**src/lcs_pkg.sv**
```systemverilog
package lcs_pkg;
	// ---------------------------------------------------------------
	// geometry
	// ---------------------------------------------------------------
	localparam int unsigned NUM_PORTS   = 24;
	localparam int unsigned PORT_W      = 5;
	localparam int unsigned GID_W       = 9;
	localparam int unsigned STA_W       = 48;
	localparam int unsigned ADDR_W      = 16;
	localparam int unsigned DATA_W      = 32;
	localparam int unsigned AGG_W       = 5;
	localparam int unsigned CAP_W       = 63;

	// ---------------------------------------------------------------
	// word addresses on the configuration interface
	// ---------------------------------------------------------------
	localparam logic [15:0] ADDR_CONFLICT_LO = 16'h0234;
	localparam logic [15:0] ADDR_CONFLICT_HI = 16'h0235;
	localparam logic [15:0] ADDR_OVERFLOW_LO = 16'h0236;
	localparam logic [15:0] ADDR_OVERFLOW_HI = 16'h0237;
	localparam logic [15:0] ADDR_LA_CTRL     = 16'h0238;
	localparam logic [15:0] ADDR_AGG_MAP_LO  = 16'hd737;
	localparam logic [15:0] ADDR_AGG_MAP_HI  = 16'hd74e;

	// ---------------------------------------------------------------
	// field positions
	// ---------------------------------------------------------------
	localparam int unsigned BIT_LEARN_ON   = 0;
	localparam int unsigned BIT_AGE_ON     = 1;
	localparam int unsigned BIT_DEST_MARK  = 2;
	localparam int unsigned BIT_LRU        = 3;
	localparam int unsigned CTRL_W         = 4;
	localparam int unsigned BIT_CAP_VALID  = 0;
	localparam int unsigned CAP_STA_LSB    = 1;
	localparam int unsigned CAP_GID_LSB    = 49;
	localparam int unsigned CAP_PORT_LSB   = 58;

	// ---------------------------------------------------------------
	// reset values
	// ---------------------------------------------------------------
	localparam logic [3:0]  CTRL_RESET     = 4'h7;
	localparam logic [62:0] CAP_RESET      = 63'h0000_0000_0000_0000;
	localparam logic [4:0]  AGG_RESET      = 5'h00;
endpackage

```
**src/lcs_agg_map_mem.sv**
```systemverilog
`timescale 1ns/1ps
module lcs_agg_map_mem
	import lcs_pkg::*;
(
	input  wire logic               mclk,      // core clock
	input  wire logic               resetn,    // sync reset, active low
	input  wire logic               wr_en,     // write strobe
	input  wire logic [4:0]         wr_idx,    // entry written
	input  wire logic [4:0]         wr_data,   // aggregate number written
	input  wire logic [4:0]         rda_idx,   // lookup read index
	output logic      [4:0]         rda_q,     // lookup read data, registered
	input  wire logic [4:0]         rdb_idx,   // software read index
	output logic      [4:0]         rdb_q      // software read data, registered
);
	logic [4:0] ent_reg [NUM_PORTS];
	logic [4:0] rda_next;
	logic [4:0] rdb_next;

	// ---------------------------------------------------------------
	// storage, one flop group per ingress port
	// ---------------------------------------------------------------
	for (genvar i = 0; i < NUM_PORTS; i++) begin : g_ent
		logic [4:0] ent_next;
		always_comb begin
			ent_next = ent_reg[i];
			if (wr_en && (wr_idx == 5'(i))) begin
				ent_next = wr_data;
			end
		end
		always_ff @(posedge mclk) begin
			if (!resetn) begin
				ent_reg[i] <= AGG_RESET;
			end else begin
				ent_reg[i] <= ent_next;
			end
		end
	end

	// out-of-range indices read as zero
	always_comb begin
		rda_next = (rda_idx < 5'(NUM_PORTS)) ? ent_reg[rda_idx] : AGG_RESET;
		rdb_next = (rdb_idx < 5'(NUM_PORTS)) ? ent_reg[rdb_idx] : AGG_RESET;
	end

	always_ff @(posedge mclk) begin
		if (!resetn) begin
			rda_q <= AGG_RESET;
			rdb_q <= AGG_RESET;
		end else begin
			rda_q <= rda_next;
			rdb_q <= rdb_next;
		end
	end
endmodule // lcs_agg_map_mem

```
**src/lcs_l2_learning_control_status.sv**
```systemverilog
`timescale 1ns/1ps
module lcs_l2_learning_control_status
	import lcs_pkg::*;
(
	input  wire logic                 mclk,               // core clock, 40 MHz
	input  wire logic                 resetn,             // sync reset, active low
	input  wire logic                 cfg_wr,             // configuration write strobe
	input  wire logic                 cfg_rd,             // configuration read strobe
	input  wire logic [15:0]          cfg_addr,           // word address
	input  wire logic [31:0]          cfg_wdata,          // write data
	output logic      [31:0]          cfg_rdata,          // read data
	output logic                      cfg_rvalid,         // read data valid
	output logic                      learn_unit_on,      // learning unit enable
	output logic                      age_unit_on,        // aging unit enable
	input  wire logic                 da_match,           // destination match pulse
	input  wire logic                 da_entry_static,    // matched entry is static
	output logic                      dest_hit_mark,      // set hit bit of matched entry
	output logic                      repl_hash_ok,       // replacement may use hash table
	output logic                      repl_coll_ok,       // replacement may use collision table
	input  wire logic                 move_fail,          // port move failed pulse
	input  wire logic                 static_conflict,    // pairing hits a static entry
	input  wire logic [4:0]           prev_port,          // port bound in the static entry
	input  wire logic [23:0]          static_move_permit_mask, // per-port move permission
	output logic                      static_rebind,      // rebind static entry to new port
	input  wire logic                 learn_full,         // no free slot pulse
	input  wire logic [47:0]          ev_station_address, // address of the failing pairing
	input  wire logic [8:0]           ev_gid,             // group identifier of the failure
	input  wire logic [4:0]           ev_port,            // source port of the failure
	input  wire logic                 agg_enable,         // link aggregation enabled
	input  wire logic                 src_req,            // source lookup request
	input  wire logic [4:0]           src_port,           // physical ingress port
	output logic                      lookup_valid,       // lookup port valid
	output logic      [4:0]           lookup_port         // port used by source lookup
);
	import lcs_pkg::*;

	// ---------------------------------------------------------------
	// state
	// ---------------------------------------------------------------
	logic [3:0]  ctrl_reg,     ctrl_next;
	logic [62:0] conf_reg,     conf_next;
	logic [62:0] ovfl_reg,     ovfl_next;
	logic [31:0] rd_hold_reg,  rd_hold_next;
	logic        rd_mem_reg,   rd_mem_next;
	logic        rvalid_reg,   rvalid_next;
	logic        lk_valid_reg, lk_valid_next;
	logic        lk_agg_reg,   lk_agg_next;
	logic [4:0]  lk_port_reg,  lk_port_next;
	logic [4:0]  mem_lk_q;
	logic [4:0]  mem_sw_q;
	logic        map_hit;
	logic [4:0]  map_idx;
	logic        conf_event;
	logic        conf_clear;
	logic        ovfl_clear;
	logic [62:0] ev_word;

	// ---------------------------------------------------------------
	// control outputs
	// ---------------------------------------------------------------
	// learning gate
	assign learn_unit_on = ctrl_reg[BIT_LEARN_ON];
	assign age_unit_on   = ctrl_reg[BIT_AGE_ON];
	assign dest_hit_mark = ctrl_reg[BIT_DEST_MARK] && da_match && !da_entry_static;
	// the collision table is always a candidate; the lru bit only widens it
	// lru scope
	assign repl_hash_ok  = ctrl_reg[BIT_LRU];
	assign repl_coll_ok  = 1'b1;
	// static move permission; out-of-range ports never move
	assign static_rebind = static_conflict && (prev_port < 5'(NUM_PORTS))
		&& static_move_permit_mask[prev_port];
	// a refused static move is reported like any other failed move
	assign conf_event    = move_fail || (static_conflict && !static_rebind);

	// ---------------------------------------------------------------
	// capture words
	// ---------------------------------------------------------------
	// capture layout, shared by both status registers
	assign ev_word    = {ev_port, ev_gid, ev_station_address, 1'b1};
	// only a zero in the valid bit clears
	assign conf_clear = cfg_wr && (cfg_addr == ADDR_CONFLICT_LO) && !cfg_wdata[BIT_CAP_VALID];
	assign ovfl_clear = cfg_wr && (cfg_addr == ADDR_OVERFLOW_LO) && !cfg_wdata[BIT_CAP_VALID];
	assign map_hit    = (cfg_addr >= ADDR_AGG_MAP_LO) && (cfg_addr <= ADDR_AGG_MAP_HI);
	assign map_idx    = 5'(cfg_addr - ADDR_AGG_MAP_LO);

	// is software's duty; the control word has no partial-clear guard
	always_comb begin
		ctrl_next = ctrl_reg;
		conf_next = conf_reg;
		ovfl_next = ovfl_reg;
		// capture high words have no write path: they are status only
		if (cfg_wr && (cfg_addr == ADDR_LA_CTRL)) begin
			ctrl_next = cfg_wdata[CTRL_W-1:0];
		end
		if (conf_clear) begin
			conf_next[BIT_CAP_VALID] = 1'b0;
		end
		// hold while valid; an event beside a clear is kept (set wins)
		if (conf_event && (!conf_reg[BIT_CAP_VALID] || conf_clear)) begin
			conf_next = ev_word;
		end
		if (ovfl_clear) begin
			ovfl_next[BIT_CAP_VALID] = 1'b0;
		end
		if (learn_full && (!ovfl_reg[BIT_CAP_VALID] || ovfl_clear)) begin
			ovfl_next = ev_word;
		end
	end

	always_ff @(posedge mclk) begin
		if (!resetn) begin
			ctrl_reg <= CTRL_RESET;
			conf_reg <= CAP_RESET;
			ovfl_reg <= CAP_RESET;
		end else begin
			ctrl_reg <= ctrl_next;
			conf_reg <= conf_next;
			ovfl_reg <= ovfl_next;
		end
	end

	// ---------------------------------------------------------------
	// read path, one cycle latency, unmapped reads return zero
	// ---------------------------------------------------------------
	always_comb begin
		rd_hold_next = 32'h0000_0000;
		rd_mem_next  = 1'b0;
		rvalid_next  = cfg_rd;
		if (cfg_rd) begin
			if (cfg_addr == ADDR_CONFLICT_LO) begin
				rd_hold_next = conf_reg[31:0];
			end else if (cfg_addr == ADDR_CONFLICT_HI) begin
				rd_hold_next = {1'b0, conf_reg[62:32]};
			end else if (cfg_addr == ADDR_OVERFLOW_LO) begin
				rd_hold_next = ovfl_reg[31:0];
			end else if (cfg_addr == ADDR_OVERFLOW_HI) begin
				rd_hold_next = {1'b0, ovfl_reg[62:32]};
			end else if (cfg_addr == ADDR_LA_CTRL) begin
				rd_hold_next = {28'h000_0000, ctrl_reg};
			end else if (map_hit) begin
				rd_mem_next = 1'b1;
			end
		end
	end

	always_ff @(posedge mclk) begin
		if (!resetn) begin
			rd_hold_reg <= 32'h0000_0000;
			rd_mem_reg  <= 1'b0;
			rvalid_reg  <= 1'b0;
		end else begin
			rd_hold_reg <= rd_hold_next;
			rd_mem_reg  <= rd_mem_next;
			rvalid_reg  <= rvalid_next;
		end
	end

	assign cfg_rvalid = rvalid_reg;
	// the map read port runs every cycle; rd_mem_reg decides when it is shown
	assign cfg_rdata  = rd_mem_reg ? {27'h000_0000, mem_sw_q} : rd_hold_reg;

	// ---------------------------------------------------------------
	// aggregate membership and source lookup
	// ---------------------------------------------------------------
	lcs_agg_map_mem i_lcs_agg_map_mem (
		.mclk    (mclk),
		.resetn  (resetn),
		.wr_en   (cfg_wr && map_hit),
		.wr_idx  (map_idx),
		.wr_data (cfg_wdata[AGG_W-1:0]),
		.rda_idx (src_port),
		.rda_q   (mem_lk_q),
		.rdb_idx (map_idx),
		.rdb_q   (mem_sw_q)
	);

	// agg_enable is taken with the request, so a toggle cannot split a lookup
	always_comb begin
		lk_valid_next = src_req;
		lk_agg_next   = src_req && agg_enable;
		lk_port_next  = src_req ? src_port : lk_port_reg;
	end

	always_ff @(posedge mclk) begin
		if (!resetn) begin
			lk_valid_reg <= 1'b0;
			lk_agg_reg   <= 1'b0;
			lk_port_reg  <= 5'h00;
		end else begin
			lk_valid_reg <= lk_valid_next;
			lk_agg_reg   <= lk_agg_next;
			lk_port_reg  <= lk_port_next;
		end
	end

	assign lookup_valid = lk_valid_reg;
	assign lookup_port  = lk_agg_reg ? mem_lk_q : lk_port_reg;
endmodule // lcs_l2_learning_control_status

```
**config.mk**
```make
export PLATFORM = sky130hd
export DESIGN_NAME = lcs_l2_learning_control_status
export DESIGN_NICKNAME = d
export VERILOG_FILES = /design/src/lcs_pkg.sv /design/src/lcs_agg_map_mem.sv /design/src/lcs_l2_learning_control_status.sv
export SDC_FILE = /design/constraint.sdc
export NUM_CORES = 1
export LEC_CHECK = 0
export BUFFER_PORTS_ARGS = -buffer_cell sky130_fd_sc_hd__buf_2
export CORE_ASPECT_RATIO = 1.2
export CORE_MARGIN = 10
export CORE_UTILIZATION = 45
export DETAILED_ROUTE_END_ITERATION = 7
export SLEW_MARGIN = 20
export SYNTH_ARGS = -nofsm -noshare
export SYNTH_HDL_FRONTEND = slang
export SYNTH_SLANG_ARGS = --single-unit
```
**constraint.sdc**
```tcl
create_clock -name mclk -period 8.4 [get_ports mclk]
set_input_delay 0.84 -clock mclk [delete_from_list [all_inputs] [get_ports mclk]]
set_output_delay 0.84 -clock mclk [all_outputs]
set_load 0.03 [all_outputs]
```
==> results of run 1 <==
[power by group through the flow]
stage	clock (mW)	combinational, mW	sequential (mW)
after detailed placement	0	0.398	1.67
final	1.35	0.398	1.64
after floorplan	0	0.291	1.66
after global routing	1.43	0.432	1.65
after CTS	1.38	0.400	1.64
after global placement	0	0.394	1.67
[routing by layer]
metal	vias up	wire, um	track usage (%)
met2	318	19900	33.3
met1	5210	16300	23.9
li1	4929	-	-
met5	-	21	0
met3	81	2720	4.52
met4	4	1300	7.06
[layout by cell type (no fill, tap or decap), types with 3 or more instances in the layout]
cell type  count
clkinv_2       7
a211oi_1       6
mux2i_1      148
a22oi_1       30
buf_4         13
nand2_1      220
clkbuf_8       7
a221o_1       27
and2_1        85
mux4_2        70
a21oi_1        7
inv_1         19
a221oi_1       7
nand3_1       11
ha_1           3
nor2_1        51
nor3_1         5
dfxtp_1      181
buf_2        170
mux2_2        11
and3_1        49
clkbuf_1       4
nand2b_1       4
xor2_1         4
o22ai_1        7
edfxtp_1     120
nand4b_1       3
a31oi_1        6
clkbuf_16     33
o21ai_0       54
nor2b_1       39
[worst reg2reg max path: stages, from the launching register on]
cell and delay (ps):
dfxtp_1 310, inv_1 50, a31oi_1 200, nand2b_4 490
buf_4 690, mux2i_1 290
[per-stage QoR]
stage                     utilization, %  worst slack (ps)
after CTS                           51.5              4530
final                               51.5              4500
after global placement              48.3              4020
after detailed placement            48.4              3950
after global routing                51.5              4250
after floorplan                        -              4910
[path summary, 6_finish.rpt]
path / depth (start not counted) / slack [ps] / start / endpoint
setup / recovery: 8 / 4500 / cfg_addr[0] / i_lcs_agg_map_mem.ent_reg[13][2]
setup reg to reg: 5 / 6290 / ovfl_reg[0] / ovfl_reg[10]
hold / removal: 2 / 450 / conf_reg[24] / conf_reg[24]
hold reg to reg: 2 / 450 / conf_reg[24] / conf_reg[24]
[final cells by class]
type	count	area, um2	share of cell area, %
Clock buffer	46	947	5.72
Clock inverter	10	56.3	0.340
Inverter	19	71.3	0.431
Multi-Input combinational cell	877	6780	40.9
Sequential cell	301	7230	43.6
Tap cell	407	509	3.08
Timing Repair Buffer	185	971	5.86
[kinds of logic after synthesis]
logic type | share of synthesized area (%)
simple gates | 16.1
flops | 49.5
mux | 21.8
compound gates | 7.56
buf+inv | 4.25
xor+xnor | 0.360
fa+ha+maj | 0.343
other cells | 0.0257
==> impl_metrics.toml, run 1 <==
[outcome]
status = "complete, no violations"

[grt]
overflow = 0
antenna_found_initial = 3
grt_pass1_wl_mm = 61.8
grt_pass1_vias = 10800
grt_usage_pct = 19.6
grt_start_max_net_pins = 118

[worst_setup_path]
setup.worst_path.end_class = "register"
start_kind = "primary input"
crit_fanout = 35
path_buf_inv = 2
cp_slowest_cell = "o21ai_0"
crit_path_cell_trace = "buf_2 > buf_4 > ha_1 > a21o_1 > xor2_1 > nor4_4 > nand2_1 > o21ai_0"
path_class = "in2reg"
required_ps = 8570
cpLargestDelayFamily = "compound AO/OA/AOI/OAI gates"
slowest_delay_ps = 840
cp.arrival_ps = 4070

[synthesis]
synth_cell_types = 52
ys.flop_type = "dfxtp_1"
synth_edf_count = 120
avgSynthCellArea_um2 = 11.2
syn-num-nets = 1461
synth_area_um2 = 14600
synth_commonest_cells = "221 x nand2_1, 181 x dfxtp_1, 148 x mux2i_1, 120 x edfxtp_1, 85 x and2_1"
yosys.area.top_type_share_pct = 24.8
synth_seq_cells = 301
yosys.area.top_type = "dfxtp_1"
yosys_warnings = 0
yosysMostFrequentCell = "nand2_1"
ys_async_sr_fraction_pct = 0
seq_area_frac_synth_pct = 49.5
synthCells = 1302
ys_top_cells_by_area = "dfxtp_1 25%, edfxtp_1 25%, mux4_2 11%"

[clock_tree]
cts.sinks = 301
cts_max_level = 1
post_cts_resized = 0
root_buffer = "clkbuf_16"
clock_path_buffers = 3
clock_latency_ps = 560
holdBufCountCts = 0
cts_setup_buffers = 0
path_clk_slew_ps = 60
cts_buffers = 31
tritoncts = "built"

[cells_and_area]
drive_above_1_share_pct = 22.9
antenna_cells = 0
fillers = 2862
largest_reg_flops = 120
fin_cells = 1845
layout.nets = 1574
area_growth_pct = 13.5
final_area_um2 = 16600

[timing]
slew_viol_final = 0
rsz0062_at_grt = "false"
min_period_ps = 3900
relSlewSlack_pct = 25.3
period_share_pct = 46.5
max_freq_mhz = 256
setup_viol = 0
holdWs_ps = 452
finalHoldViolCount = 0
tightest_slew_ps = 1120
setup_tns_ps = 0
fin_skew_ps = 14.1

[routing]
wl_per_cell_um = 21.8
drt_iter0_drc = 814
num_vias = 10500
drtAntennaViolNets = 0
wl_mm = 40.2
first_pass_iters = 7
drc = 0
via_per_inst = 5.71

[pwr]
p_seq_share_pct = 48.3
power-per-cell-area_nw_per_um2 = 205
netSwitchingFraction_pct = 24.8
total_power_mw = 3.39
vdd_ir_drop_max_mv = 0.140
leakagePower_nw = 6.82
power_frac_clock_pct = 39.9
p_int_mw = 2.55
p_switching_uw = 841
pwr-share-comb_pct = 11.8

[placed_design]
placed_cells = 1789
numPortBuffers = 171
dp_hpwl_mm = 26.8
post_dp_cell_area_um2 = 15500
gp_congestion = 0.838

[floorplanning]
die_x_um = 184
num_io_pins = 200
die-area_um2 = 40100
dieHeight_um = 217
row_count = 72
core_area_um2 = 32200
start_util_pct = 45.4

[worst_hold_path]
hp-class = "reg2reg"

[job]
max_cap_violations = 0
No activity file was read; power rests on OpenSTA's default activity.
==> run 2, diff against run 1 <==
- PLACE_DENSITY: unset -> 0.67
- clock period: 8.4 -> 3.4 ns (I/O delays scaled with it)
==> run 2 against run 1 <==
Effect of this change: non-clock buffer count up 34; largest power group unchanged; critical path type is now reg2out; highest routed layer is now met4; critical endpoint is now cfg_rdata[12]; sequential share of layout area down 0.89 points; sequential power grew 150%.
==> impl_metrics.toml, run 2 (synthesis results as in run 1) <==
[cells_and_area]
largest_reg_flops = 120
layout.nets = 1608
drive_above_1_share_pct = 24.7
layout_commonest_cell = "nand2_1"
area_growth_pct = 15.8
fin_cells = 1884
fin_util_pct = 52.6
final_cell_mix = "221 x nand2_1, 181 x dfxtp_1, 170 x buf_2"

[floorplanning]
start_util_pct = 45.4
num_io_pins = 200
die-area_um2 = 40100
die_x_um = 184
core_area_um2 = 32200
row_count = 72
dieHeight_um = 217

[outcome]
status = "complete, no violations"

[timing]
min_period_ps = 2430
fin_ws_ps = 971
setup_viol = 0
max_freq_mhz = 412
tightest_slew_ps = 742
period_share_pct = 71.4
relSlewSlack_pct = 50.4
fin_skew_ps = 9.22
slew_viol_final = 0
rsz0062_at_grt = "false"
setup_tns_ps = 0
finalHoldViolCount = 0

[worst_setup_path]
r2r_start = "i_lcs_agg_map_mem.ent_reg[4][4]"
crit_fanout = 18
r2r_cells = 5
crit_end = "cfg_rdata[12]"
startpoint = "rd_mem_reg"
cp.arrival_ps = 2090
start_kind = "register"
rrSetupSlack_ps = 1530
path_class = "reg2out"
r2r_end = "i_lcs_agg_map_mem.rda_q[4]"
setup.worst_path.end_class = "primary output"
required_ps = 3060

[routing]
drtAntennaViolNets = 0
wl_mm = 39.9
via_per_inst = 5.58
drc = 0
drt_iter0_drc = 891
wl_per_cell_um = 21.2
first_pass_iters = 5
num_vias = 10500

[clock_tree]
tritoncts = "built"
cts_buffers = 31
holdBufCountCts = 1
cts_max_level = 1
path_clk_slew_ps = 70
clock_latency_ps = 570
cts.sinks = 301
post_cts_resized = 0
cts_setup_buffers = 0
root_buffer = "clkbuf_16"
clock_path_buffers = 3

[grt]
grt_pass1_vias = 11000
grt_start_max_net_pins = 139
overflow = 0
grt_usage_pct = 19.6
grt_pass1_wl_mm = 62.0
antenna_found_initial = 3

[placed_design]
dp_hpwl_mm = 27.6
placed_cells = 1822
gp_congestion = 0.878
dp_slack_ps = 556
numPortBuffers = 171

[pwr]
netSwitchingFraction_pct = 25.2
p_int_mw = 6.39
power-per-cell-area_nw_per_um2 = 506
p_seq_share_pct = 47.4
vdd_ir_drop_max_mv = 0.453
p_switching_mw = 2.16
leakagePower_nw = 7.00
power_frac_clock_pct = 40.7
pwr-share-comb_pct = 11.9

[worst_hold_path]
hp-class = "in2reg"
min_path_cells = 3

[job]
max_cap_violations = 0
## run 2: power groups by stage
| stage | registers [mW] | clock network, mW | logic [mW] |
|---|---|---|---|
| 3_5_place_dp | 4.13 | 0 | 1.02 |
| 5_1_grt | 4.07 | 3.68 | 1.10 |
| 6_report | 4.05 | 3.48 | 1.02 |
| 4_1_cts | 4.05 | 3.54 | 1.02 |
| 2_1_floorplan | 4.09 | 0 | 0.718 |
| 3_3_place_gp | 4.12 | 0 | 1.00 |
## run 2: cell type report
class                           count  area (um2)
Clock inverter                     23         223
Clock buffer                       35         822
Multi-Input combinational cell    877        6770
Timing Repair Buffer              219        1270
Antenna cell                        3        7.51
Tap cell                          407         509
Fill cell                        2820       15300
Sequential cell                   301        7230
Inverter                           19        71.3
## run 2: how the worst min path moves through the flow
stage                            from  slack (ps)           end
2_1_floorplan            conf_reg[10]         430  conf_reg[10]
3_3_place_gp              conf_reg[5]         440   conf_reg[5]
3_5_place_dp              conf_reg[7]         450   conf_reg[7]
4_1_cts        ev_station_address[15]          20  ovfl_reg[16]
5_1_grt                    learn_full          30   ovfl_reg[0]
6_report       ev_station_address[13]          40  ovfl_reg[14]
## run 2: layer usage
metal	global-route usage [%]	wire length, um	up-vias
li1	-	-	5010
met1	23.3	15600	5086
met2	33.8	19900	339
met3	4.25	2890	80
met4	8.10	1480	0
met5	0	0	-
## run 2: per-stage QoR
stage	hold slack, ps	area (um2)	total power, mW
3_3_place_gp	439	15800	5.12
3_5_place_dp	446	15800	5.15
6_report	36.4	16900	8.55
4_1_cts	15.6	16900	8.61
5_1_grt	32.2	16900	8.86
2_1_floorplan	432	14600	4.81
## run 2: critical path, stage by stage, from the launching register on
cell	delay, ps
dfxtp_1	800
buf_4	390
nor2b_1	120
buf_2	200
==> run 3, diff against run 2 <==
- PLACE_DENSITY: 0.67 -> unset
- clock period: 3.4 -> 2.25 ns (I/O delays scaled with it)
==> run 3 against run 2 <==
Effect of this change: sequential share of layout area decreased by 2.7 points; critical path depth decreased by 1; combinational power increased by 72%; power increased by 53%; clock power increased by 49%; first-iteration DRC count decreased by 11%; via count increased by 3.7%; non-clock buffer count increased by 85; clock skew increased by 0.68 ps; die area unchanged; final cell count increased by 4.5%; clock-buffer cell count increased by 14; highest routed layer unchanged.
==> impl_metrics.toml, run 3 (synthesis results as in run 1) <==
[outcome]
status = "complete, no violations"

[timing]
min_period_ps = 2140
period_share_pct = 95.0
relSlewSlack_pct = 53.6
finalHoldViolCount = 0
fin_ws_ps = 113
rsz0062_at_grt = "false"
slew_viol_final = 0
tightest_slew_ps = 695
max_freq_mhz = 468
setup_viol = 0
fin_skew_ps = 9.90
setup_tns_ps = 0

[clock_tree]
clock_path_buffers = 3
tritoncts = "built"
root_buffer = "clkbuf_16"
clock_latency_ps = 510
cts_max_level = 2
cts_setup_buffers = 0
cts.sinks = 301
cts_buffers = 34
path_clk_slew_ps = 60

[routing]
via_per_inst = 5.54
wl_mm = 41.0
num_vias = 10900
wl_per_cell_um = 20.8
drtAntennaViolNets = 0
drt_iter0_drc = 789
first_pass_iters = 5
drc = 0

[cells_and_area]
antenna_cells = 0
layout.nets = 1696
area_growth_pct = 23.6
final_area_um2 = 18000
largest_reg_flops = 120
drive_above_1_share_pct = 27.4
fillers = 2728
seq_area_um2 = 7230
fin_cells = 1968
final_cell_mix = "220 x nand2_1, 181 x dfxtp_1, 170 x buf_2"
layout_commonest_cell = "nand2_1"
multiInputGateArea_um2 = 6920

[floorplanning]
row_count = 72
start_util_pct = 45.4
core_area_um2 = 32200
die-area_um2 = 40100
die_x_um = 184
num_io_pins = 200
dieHeight_um = 217

[worst_setup_path]
cp_slowest_cell = "dfxtp_1"
slowest_delay_ps = 760
crit_path_cell_trace = "mux2_2 > buf_2"
setup.worst_path.end_class = "primary output"
cp.arrival_ps = 1910
path_class = "reg2out"
required_ps = 2030
start_kind = "register"
crit_fanout = 10

[pwr]
power_frac_clock_pct = 39.7
leakagePower_nw = 7.52
p_seq_share_pct = 46.9
p_switching_mw = 3.20
power-per-cell-area_nw_per_um2 = 725
netSwitchingFraction_pct = 24.5
p_int_mw = 9.87
vdd_ir_drop_max_mv = 0.669
pwr-share-comb_pct = 13.4

[job]
max_cap_violations = 0

[grt]
antenna_found_initial = 0
grt_usage_pct = 20.3
grt_start_max_net_pins = 148
grt_pass1_wl_mm = 64.3
overflow = 0
grt_pass1_vias = 11400

[placed_design]
dp_hpwl_mm = 29.0
gp_congestion = 0.827
post_dp_cell_area_um2 = 16600
dp_slack_ps = -135
numPortBuffers = 171
placed_cells = 1871

[worst_hold_path]
hp-class = "in2reg"
==> run 3: metrics by stage <==
stage	hold slack, ps	power (mW)	utilization, %
6_report	4.25	13.1	56.1
5_1_grt	10.9	13.5	56.1
4_1_cts	0.254	13.2	56.1
3_5_place_dp	448	7.94	51.7
3_3_place_gp	439	7.92	51.7
2_1_floorplan	349	7.31	-
==> run 3: timing repair <==
item / in CTS / in global routing
resized for setup: 0 / 0
hold buffers: 37 / 0
hold endpoints to repair: 61 / 0
==> run 3: final timing paths <==
path | slack (ps) | from | cells past startpoint | endpoint
worst max-delay path | 110 | rd_mem_reg | 2 | cfg_rdata[2]
worst min-delay path | 4 | ev_station_address[0] | 3 | ovfl_reg[1]
worst max register to register | 380 | i_lcs_agg_map_mem.ent_reg[19][4] | 5 | i_lcs_agg_map_mem.rda_q[4]
worst min register to register | 450 | conf_reg[24] | 2 | conf_reg[24]
==> run 3: layout make-up <==
cell class                      count  area share [%]
Timing Repair Buffer              304            12.6
Inverter                           19           0.423
Clock inverter                     11           0.430
Multi-Input combinational cell    877            38.4
Clock buffer                       49            5.26
Sequential cell                   301            40.1
Tap cell                          407            2.82
==> run 3: critical path, delay by kind of cell, from the launching register on <==
kind | cells | cell delay [ps]
buffers and inverters | 1 | 190
muxes | 1 | 450
DFF | 1 | 760
==> run 3: power by group through the flow <==
stage,Clock (mW),Sequential [mW],Combinational [mW]
3_3_place_gp,0,6.23,1.69
5_1_grt,5.49,6.16,1.89
2_1_floorplan,0,6.18,1.13
6_report,5.19,6.13,1.75
4_1_cts,5.28,6.13,1.76
3_5_place_dp,0,6.24,1.70
==> run 3: layer usage <==
layer | up-vias | part of all wire (%) | track usage (%)
li1 | 5175 | - | -
met4 | 0 | 2.8 | 6.62
met3 | 74 | 5.9 | 4.00
met2 | 335 | 51 | 36.0
met5 | - | 0 | 0
met1 | 5319 | 40 | 24.1
